### config.mk
export PLATFORM = sky130hd
export DESIGN_NAME = srse_exec
export DESIGN_NICKNAME = d
export VERILOG_FILES = /design/src/hw/srse_pkg.sv /design/src/hw/srse_exec.sv
export SDC_FILE = /design/constraint.sdc
export NUM_CORES = 1
export LEC_CHECK = 0
export BUFFER_PORTS_ARGS = -buffer_cell sky130_fd_sc_hd__buf_2
export CORE_AREA = 3 3 81 83
export CTS_CLUSTER_DIAMETER = 120
export DETAILED_ROUTE_END_ITERATION = 8
export DIE_AREA = 0 0 84 86
export MAX_ROUTING_LAYER = met4
export PLACE_DENSITY = 0.79
export SLEW_MARGIN = 15
export SYNTH_ARGS = -nofsm -noshare
export SYNTH_HDL_FRONTEND = slang
export SYNTH_SLANG_ARGS = --single-unit
### constraint.sdc
create_clock -name clk_sys -period 2.58 [get_ports clk_sys]
set_input_delay 0.387 -clock clk_sys [delete_from_list [all_inputs] [get_ports clk_sys]]
set_output_delay 0.387 -clock clk_sys [all_outputs]
set_load 0.005 [all_outputs]
### src/hw/srse_pkg.sv
// Shared types and constants for the subtract, rotate and sleep executor
package srse_pkg;

	// ****************************************************************
	// Widths
	// ****************************************************************
	localparam int DATA_W = 8;
	localparam int FADDR_W = 7;
	localparam int RADDR_W = 4;
	localparam int PRESC_W = 7;
	localparam int WDG_W = 8;
	localparam int NIB_W = 4;

	// ****************************************************************
	// Register indices on the plain register port
	// ****************************************************************
	localparam logic [RADDR_W-1:0] REG_ACC = 4'h0;
	localparam logic [RADDR_W-1:0] REG_CTRL = 4'h1;
	localparam logic [RADDR_W-1:0] REG_STATUS = 4'h2;
	localparam logic [RADDR_W-1:0] REG_WATCHDOG = 4'h3;

	// Control register bits
	localparam int CTRL_WAKE_BIT = 0;
	localparam int CTRL_WDG_EN_BIT = 1;

	// Status register bits
	localparam int ST_CARRY_BIT = 0;
	localparam int ST_NIBBLE_BIT = 1;
	localparam int ST_ZERO_BIT = 2;
	localparam int ST_PWR_DOWN_BIT = 3;
	localparam int ST_TIMEOUT_BIT = 4;
	localparam int ST_SLEEP_BIT = 5;

	// ****************************************************************
	// Reset, clear, step and last-count values
	// ****************************************************************
	localparam logic [DATA_W-1:0] ACC_RST = 8'h00;
	localparam logic [DATA_W-1:0] RDATA_IDLE = 8'h00;
	localparam logic [WDG_W-1:0] WDG_CLEAR = 8'h00;
	localparam logic [WDG_W-1:0] WDG_STEP = 8'h01;
	localparam logic [PRESC_W-1:0] PRESC_CLEAR = 7'h00;
	localparam logic [PRESC_W-1:0] PRESC_STEP = 7'h01;
	localparam logic [PRESC_W-1:0] PRESC_LAST = 7'h7f;
	localparam logic [FADDR_W-1:0] FADDR_RST = 7'h00;

	// ****************************************************************
	// Types
	// ****************************************************************
	typedef enum logic [1:0] {
		SRSE_OP_ROTATE,
		SRSE_OP_SUB_LIT,
		SRSE_OP_SUB_FILE,
		SRSE_OP_SLEEP
	} srse_op_t;

	typedef enum logic {
		SRSE_RUN,
		SRSE_ASLEEP
	} srse_mode_t;

	// Operand is the literal or the file value the decoder fetched
	typedef struct packed {
		logic valid;
		srse_op_t op;
		logic dest;
		logic [FADDR_W-1:0] addr;
		logic [DATA_W-1:0] operand;
	} srse_instr_t;

	typedef struct packed {
		logic we;
		logic [FADDR_W-1:0] addr;
		logic [DATA_W-1:0] data;
	} srse_file_wr_t;

	typedef struct packed {
		logic carry;
		logic nibble_carry_flag;
		logic zero;
		logic power_down_flag;
		logic timeout_flag;
	} srse_flags_t;

	typedef struct packed {
		srse_mode_t mode;
		logic [DATA_W-1:0] acc;
		srse_flags_t flags;
		logic watchdog_en;
		logic [WDG_W-1:0] watchdog_counter;
		logic [PRESC_W-1:0] prescaler;
		srse_file_wr_t file_wr;
		logic [DATA_W-1:0] rdata;
	} srse_state_t;

endpackage : srse_pkg

### src/hw/srse_exec.sv
// Executor for subtract, rotate-right and power-down instructions
`timescale 1ns/1ps

// What this block does
// RQ1 - Power-down clears power flag, sets timeout flag
// RQ2 - Power-down zeroes watchdog counter and prescaler
// RQ3 - Power-down halts oscillator, enters sleep
// RQ4 - Rotate right through carry, only carry changes
// RQ5 - Rotate destination: zero accumulator, one file
// RQ6 - Literal minus accumulator into accumulator
// RQ7 - Literal subtract carry and nibble carry borrows
// RQ8 - File minus accumulator, carry and nibble borrows
// RQ9 - File subtract destination: accumulator or file
// RQ10 - Subtract zero flag follows eight-bit result
module srse_exec (
	input wire logic clk_sys,
	input wire logic rst,
	input wire srse_pkg::srse_instr_t instr,
	input wire logic [srse_pkg::RADDR_W-1:0] reg_addr,
	input wire logic [srse_pkg::DATA_W-1:0] reg_wdata,
	input wire logic reg_wr,
	input wire logic reg_rd,
	output logic [srse_pkg::DATA_W-1:0] reg_rdata,
	output logic [srse_pkg::DATA_W-1:0] acc,
	output srse_pkg::srse_flags_t flags,
	output srse_pkg::srse_file_wr_t file_wr,
	output logic osc_stop
);

	srse_pkg::srse_state_t q;
	srse_pkg::srse_state_t d;
	logic run_now;
	logic issued;
	logic acc_wr;
	logic ctrl_wr;
	logic wake_wr;

	assign run_now = (q.mode == srse_pkg::SRSE_RUN);
	assign issued = instr.valid && run_now;
	assign acc_wr = reg_wr && (reg_addr == srse_pkg::REG_ACC);
	assign ctrl_wr = reg_wr && (reg_addr == srse_pkg::REG_CTRL);
	assign wake_wr = ctrl_wr && reg_wdata[srse_pkg::CTRL_WAKE_BIT];

	// ****************************************************************
	// Next state
	// ****************************************************************
	always_comb begin
		logic [srse_pkg::DATA_W:0] diff;
		logic [srse_pkg::NIB_W:0] ndiff;
		logic [srse_pkg::DATA_W-1:0] res;
		diff = {1'b0, instr.operand} - {1'b0, q.acc};
		ndiff = {1'b0, instr.operand[srse_pkg::NIB_W-1:0]}
			- {1'b0, q.acc[srse_pkg::NIB_W-1:0]};
		res = diff[srse_pkg::DATA_W-1:0];
		d = q;
		d.file_wr.we = 1'b0;
		d.rdata = srse_pkg::RDATA_IDLE;

		// Watchdog keeps counting only while awake and enabled
		if (q.watchdog_en && run_now) begin
			d.prescaler = q.prescaler + srse_pkg::PRESC_STEP;
			if (q.prescaler == srse_pkg::PRESC_LAST) begin
				d.watchdog_counter = q.watchdog_counter
					+ srse_pkg::WDG_STEP;
			end
		end

		case (q.mode)
			srse_pkg::SRSE_RUN: begin
				if (instr.valid) begin
					case (instr.op)
						srse_pkg::SRSE_OP_ROTATE: begin
							// RQ4 rotate through carry
							res = {q.flags.carry,
								instr.operand[srse_pkg::DATA_W-1:1]};
							d.flags.carry = instr.operand[0];
						end
						srse_pkg::SRSE_OP_SUB_LIT,
						srse_pkg::SRSE_OP_SUB_FILE: begin
							// RQ7 borrow flags inverted
							// RQ8 same flags for file form
							d.flags.carry = ~diff[srse_pkg::DATA_W];
							d.flags.nibble_carry_flag =
								~ndiff[srse_pkg::NIB_W];
							// RQ10 zero from result
							d.flags.zero = (res == srse_pkg::ACC_RST);
						end
						srse_pkg::SRSE_OP_SLEEP: begin
							// RQ1 status bits on power-down
							d.flags.power_down_flag = 1'b0;
							d.flags.timeout_flag = 1'b1;
							// RQ2 watchdog and prescaler cleared
							d.watchdog_counter = srse_pkg::WDG_CLEAR;
							d.prescaler = srse_pkg::PRESC_CLEAR;
							// RQ3 stop oscillator
							d.mode = srse_pkg::SRSE_ASLEEP;
						end
						default: begin
						end
					endcase
					if (instr.op == srse_pkg::SRSE_OP_SUB_LIT) begin
						// RQ6 literal form always lands in accumulator
						d.acc = res;
					end else if (instr.op != srse_pkg::SRSE_OP_SLEEP)
					begin
						// RQ5 rotate destination select
						// RQ9 subtract destination select
						if (instr.dest) begin
							d.file_wr.we = 1'b1;
							d.file_wr.addr = instr.addr;
							d.file_wr.data = res;
						end else begin
							d.acc = res;
						end
					end
				end
			end
			srse_pkg::SRSE_ASLEEP: begin
				if (wake_wr) begin
					d.mode = srse_pkg::SRSE_RUN;
				end
			end
			default: begin
				d.mode = srse_pkg::SRSE_RUN;
			end
		endcase

		// ************************************************************
		// Register port; software writes win over the instruction
		// ************************************************************
		if (acc_wr) begin
			d.acc = reg_wdata;
		end else if (ctrl_wr) begin
			d.watchdog_en = reg_wdata[srse_pkg::CTRL_WDG_EN_BIT];
		end

		if (reg_rd) begin
			if (reg_addr == srse_pkg::REG_ACC) begin
				d.rdata = q.acc;
			end else if (reg_addr == srse_pkg::REG_CTRL) begin
				d.rdata[srse_pkg::CTRL_WDG_EN_BIT] = q.watchdog_en;
			end else if (reg_addr == srse_pkg::REG_STATUS) begin
				d.rdata[srse_pkg::ST_CARRY_BIT] = q.flags.carry;
				d.rdata[srse_pkg::ST_NIBBLE_BIT] =
					q.flags.nibble_carry_flag;
				d.rdata[srse_pkg::ST_ZERO_BIT] = q.flags.zero;
				d.rdata[srse_pkg::ST_PWR_DOWN_BIT] =
					q.flags.power_down_flag;
				d.rdata[srse_pkg::ST_TIMEOUT_BIT] = q.flags.timeout_flag;
				d.rdata[srse_pkg::ST_SLEEP_BIT] = ~run_now;
			end else if (reg_addr == srse_pkg::REG_WATCHDOG) begin
				d.rdata = q.watchdog_counter;
			end else begin
				d.rdata = srse_pkg::RDATA_IDLE;
			end
		end
	end

	// ****************************************************************
	// State register
	// ****************************************************************
	always_ff @(posedge clk_sys or posedge rst) begin
		if (rst) begin
			q.mode <= srse_pkg::SRSE_RUN;
			q.acc <= srse_pkg::ACC_RST;
			q.flags.carry <= 1'b0;
			q.flags.nibble_carry_flag <= 1'b0;
			q.flags.zero <= 1'b0;
			q.flags.power_down_flag <= 1'b1;
			q.flags.timeout_flag <= 1'b1;
			q.watchdog_en <= 1'b0;
			q.watchdog_counter <= srse_pkg::WDG_CLEAR;
			q.prescaler <= srse_pkg::PRESC_CLEAR;
			q.file_wr.we <= 1'b0;
			q.file_wr.addr <= srse_pkg::FADDR_RST;
			q.file_wr.data <= srse_pkg::ACC_RST;
			q.rdata <= srse_pkg::RDATA_IDLE;
		end else begin
			q <= d;
		end
	end

	assign reg_rdata = q.rdata;
	assign acc = q.acc;
	assign flags = q.flags;
	assign file_wr = q.file_wr;
	// RQ3 oscillator held off while asleep
	assign osc_stop = ~run_now;
endmodule : srse_exec

# Word level (Yosys, flattened, before mapping)
# Cells that the tools add are included.
dict set report totals {
  register_bits 53
  latchBits 0
  ram_bits 0
  romBits 0
  input_bits 35
  wordCells 78
  n_memories 0
}
dict set report classes {
  n_addsub 4
  multipliers 0
  div 0
  order_cmp 0
  eq_ne 10
  shift 0
  mux 29
  bitwise_logic 5
  reduce_logical 17
}
# op n
set op_table {}
lappend op_table {{2-to-1 mux 8 bit} 9}
lappend op_table {{2-to-1 mux 31 bit} 2}
lappend op_table {{2-to-1 mux 16 bit} 3}
lappend op_table {{2-to-1 mux 15 bit} 2}
lappend op_table {{2-to-1 mux 14 bit} 1}
lappend op_table {{2-to-1 mux 13 bit} 1}
lappend op_table {{2-to-1 mux 6 bit} 2}
lappend op_table {{AND reduction 3 bit} 3}
lappend op_table {{subtractor 8 x 8 -> 9 bit} 1}
lappend op_table {{adder 8 x 1 -> 8 bit (second input constant)} 1}
lappend op_table {{equality test 4 x 2 -> 1 bit (second input constant)} 2}
lappend op_table {{zero test 8 bit} 1}
lappend op_table {{adder 7 x 1 -> 7 bit (second input constant)} 1}
lappend op_table {{equality test 7 bit (second input constant)} 1}
lappend op_table {{2-to-1 mux 2 bit} 3}
lappend op_table {{NOT 1 bit} 5}
lappend op_table {{AND reduction 5 bit} 1}
lappend op_table {{subtractor 4 x 4 -> 5 bit} 1}
lappend op_table {{equality test 2 bit (second input constant)} 2}
lappend op_table {{equality test 4 x 1 -> 1 bit (second input constant)} 1}
lappend op_table {{logical AND 1 bit} 4}
lappend op_table {{zero test 4 bit} 1}
lappend op_table {{2-to-1 mux 1 bit} 4}
lappend op_table {{case mux 1 bit (2 select lines)} 2}
lappend op_table {{10 further kinds} 11}

# Depth between registers and ports, before layout
dict set report logic_depth {
  ltp_word 8
  mapped_depth 9
  depth_no_buf 9
}

# Worst setup path after synthesis
# No wires, ideal clock.
dict set report synth_timing {
  path_type {in2reg}
  start {in instr[0] in the netlist's numbering}
  end {reg flags[2] (netlist name)}
  setup_ns 0.092
  arrival_time_ns 2.091
  slack_ns 0.397
  cell_stages 9
  n_path_buf 0
  path_cell_list {inv_1 ha_1 inv_1 fa_1 a21o_1 a21oi_2 xnor2_1 or4b_1 o31ai_2}
}
dict set report synth_via {
  elab_chain_len 2
}
# element line
set synth_lines {}
lappend synth_lines {{start: declaration} srse_exec.sv:18} ;# input wire srse_pkg::srse_instr_t instr,
lappend synth_lines {{subtractor 8 x 8 -> 9 bit} srse_exec.sv:51} ;# diff = {1'b0, instr.operand} - {1'b0, q.acc};
lappend synth_lines {{zero test 8 bit} srse_exec.sv:86} ;# d.flags.zero = (res == srse_pkg::ACC_RST);
# No other way between the ends.
# A chain may end at the register's enable or synchronous reset.

# Final worst setup path
dict set report layout_timing {
  start {reg acc[0] (netlist name)}
  end {reg flags[2] (netlist name)}
}
dict set report layout_via {
  elab_chain_len 2
}
# element line
set layout_lines {}
lappend layout_lines {{subtractor 8 x 8 -> 9 bit} srse_exec.sv:51}
lappend layout_lines {{zero test 8 bit} srse_exec.sv:86}
# No other way between the ends.

==> run metrics <==
status complete, no violations; CTS buffer count 5; worst reg2reg path depth 8; Worst Hold Class input pin to asynchronous set/reset pin; Critical Path Start Type register; Mapped Avg Cell Area 9.23 um^2; Placer Congestion 0.955; Critical R2R Capture flags[2]$_DFFE_PP0P_; Setup Fix Bufs, Post-CTS 0; Final WS setup 0.257 ns; Worst EP arrival 2.55 ns; share of layout cells above drive strength 1 24.7%; Gates resized, CTS repair 0; register area share after synthesis 41.7%; dpl cell area 3350 um^2; Leak 0.00175 uW; crit path time final 2.32 ns; DR vias/cell 5.36; WL final 6950 um; Max Cap Viol 0; Vias 2,446; clk_lat worst skew 0.31 ns; synthesized flop and latch total 53; cell taking the most area after synthesis dfrtp_1; num ports 73; H-tree depth 2; die span in y 86 um; Layout area overhead 8.06%; predominant post-synthesis flop cell dfrtp_1; Final Slew Violations 0; total negative setup slack 0 ns; Ant. Diodes 0; Hold Vio Cnt, Final 0; Hold Buf Count CTS 0; CTS Root Cell clkbuf_8; WS Path Type register to register; Synth top area share 40.9%; vias in the first global route 2,484; Clock transition at path regs 0.10 ns; CP Max Fanout 5; gr ovfl total 0; Async SR Flop Fraction 100%; Synth cell types 53; cell area after layout 3440 um^2; port bufs 71; Total Routing Usage GR 21.0%; Setup Skew 0.00864 ns; Ys Warns 0; synthesized netlist net count 395; initial core utilization 53.8%; first-pass detailed-route iteration total 5; final std cells w/o fill 456; ANT nets after route 0; core box area 5920 um^2; Detailed Place HPWL 5420 um; top cells by area, synth dfrtp_1 41%, buf_4 8.7%, nand2_1 5.9%; CTS tree built; first-pass GRT wire length 11,800 um; Worst IR Drop VDD 0.000543 V; total clock sinks 53; largest net degree at the start of global routing 54; Cell Area, Synth 3180 um^2; count leader, synth dfrtp_1; Residual DRC 0; Commonest cells post-synth 52 x dfrtp_1, 50 x nand2_1, 37 x buf_4; power per cell area 928 nW/um^2; fin crit share 90.0%; DRC violation total after the first TritonRoute iteration 173; max_slew headroom 55.9%; Die ar. 7220 um^2; CTS max path bufs 2; Critical R2R Launch acc[0]$_DFFE_PP0P_; setup violators final 0; Post-layout nets 430; reg2reg setup slack 0.26 ns; placed insts 448; initial antenna violation count 0; Max Fclk 430 MHz; row count 28; Syn Inst Count 345; Die X-Extent 84 um; RSZ-0062 raised after global routing false; CP Capture Type register; EDFF count, synth 0; WL/cell 15.2 um; Post-Place Setup Slack 0.153 ns; required time worst endpoint 2.81 ns; pin slew with the least headroom to its limit 0.662 ns
## worst max-delay path, stage by stage (launching register included)
cell and delay [ns]:
dfrtp_1 0.45, ha_1 0.18, inv_1 0.05, fa_1 0.41
a21o_1 0.23, a21oi_2 0.17, xnor2_1 0.09, or4b_1 0.49
o31ai_2 0.19
## area by class of cell
class	instances	area [um^2]
Clock buffer	5	68.8
Timing Repair Buffer	75	385
Multi-Input combinational cell	227	1470
Sequential cell	53	1330
Inverter	18	67.6
Fill cell	543	2480
Clock inverter	3	25.0
Tap cell	75	93.8
## flip-flops by register name, summed over array words and instances (netlist names)
| name | cells |
|---|---|
| flags | 4 |
| osc_stop | 1 |
| file_wr | 16 |
| q | 16 |
| reg_rdata | 8 |
| acc | 8 |
## layer usage
metal | global-route usage (%) | part of all wire (%) | up-vias
met4 | 6.58 | 0.92 | 0
met2 | 33.8 | 49 | 89
met1 | 27.4 | 44 | 1151
met3 | 3.36 | 5.9 | 4
met5 | - | 0 | -
li1 | - | - | 1202
## how the worst max path moves through the flow
stage	from	to	slack [ns]	depth (start not counted)
final	acc[0]$_DFFE_PP0P_	flags[2]$_DFFE_PP0P_	0.26	8
after CTS	acc[0]$_DFFE_PP0P_	flags[2]$_DFFE_PP0P_	0.26	8
after global placement	instr[0]	flags[2]$_DFFE_PP0P_	0.23	10
after floorplan	instr[0]	flags[2]$_DFFE_PP0P_	0.40	9
after detailed placement	instr[0]	flags[2]$_DFFE_PP0P_	0.15	10
after global routing	acc[0]$_DFFE_PP0P_	flags[2]$_DFFE_PP0P_	0.18	8
## cell usage in the layout (no fill, tap or decap), types with 3 or more instances in the layout
cell type and count:
a21oi_1 8, nand4_1 6, a31oi_1 4, buf_4 4, nand3b_1 3, mux2_2 3, a21o_1 5, xnor2_1 7
nand2_1 50, ha_1 14, and2_1 8, and3_1 3, buf_2 71, a22oi_1 7, nand3_1 8, clkbuf_8 5
mux2i_1 8, inv_1 17, o21ai_0 21, nor3_1 4, nor2b_1 4, nor2_1 24, dfrtp_1 52, xor2_1 9
## through the flow
| step | total power (uW) | hold WS, ns | utilization, % |
|---|---|---|---|
| 2_1_floorplan | 2450 | 0.447 | - |
| 3_3_place_gp | 2660 | 0.454 | 56.5 |
| 3_5_place_dp | 2720 | 0.460 | 56.5 |
| 4_1_cts | 3210 | 0.246 | 58.1 |
| 5_1_grt | 3450 | 0.258 | 58.1 |
| 6_report | 3190 | 0.247 | 58.1 |
## logic make-up after synthesis
logic type	after synthesis	synth area share (%)
XOR/XNOR	16	4.40
buffers and inverters	65	12.1
flip-flops	53	41.7
multiplexers	11	3.58
adder cells (fa/ha/maj)	15	6.13
AND/OR/NAND/NOR	121	19.0
AO/OA/AOI/OAI	63	13.0
other	1	0.118
## where the power goes
part           switching [uW]  internal (uW)
combinational             740            621
clock                     289            196
sequential                245           1100
total                    1270           1920
Power figures use the tool's default switching activity.
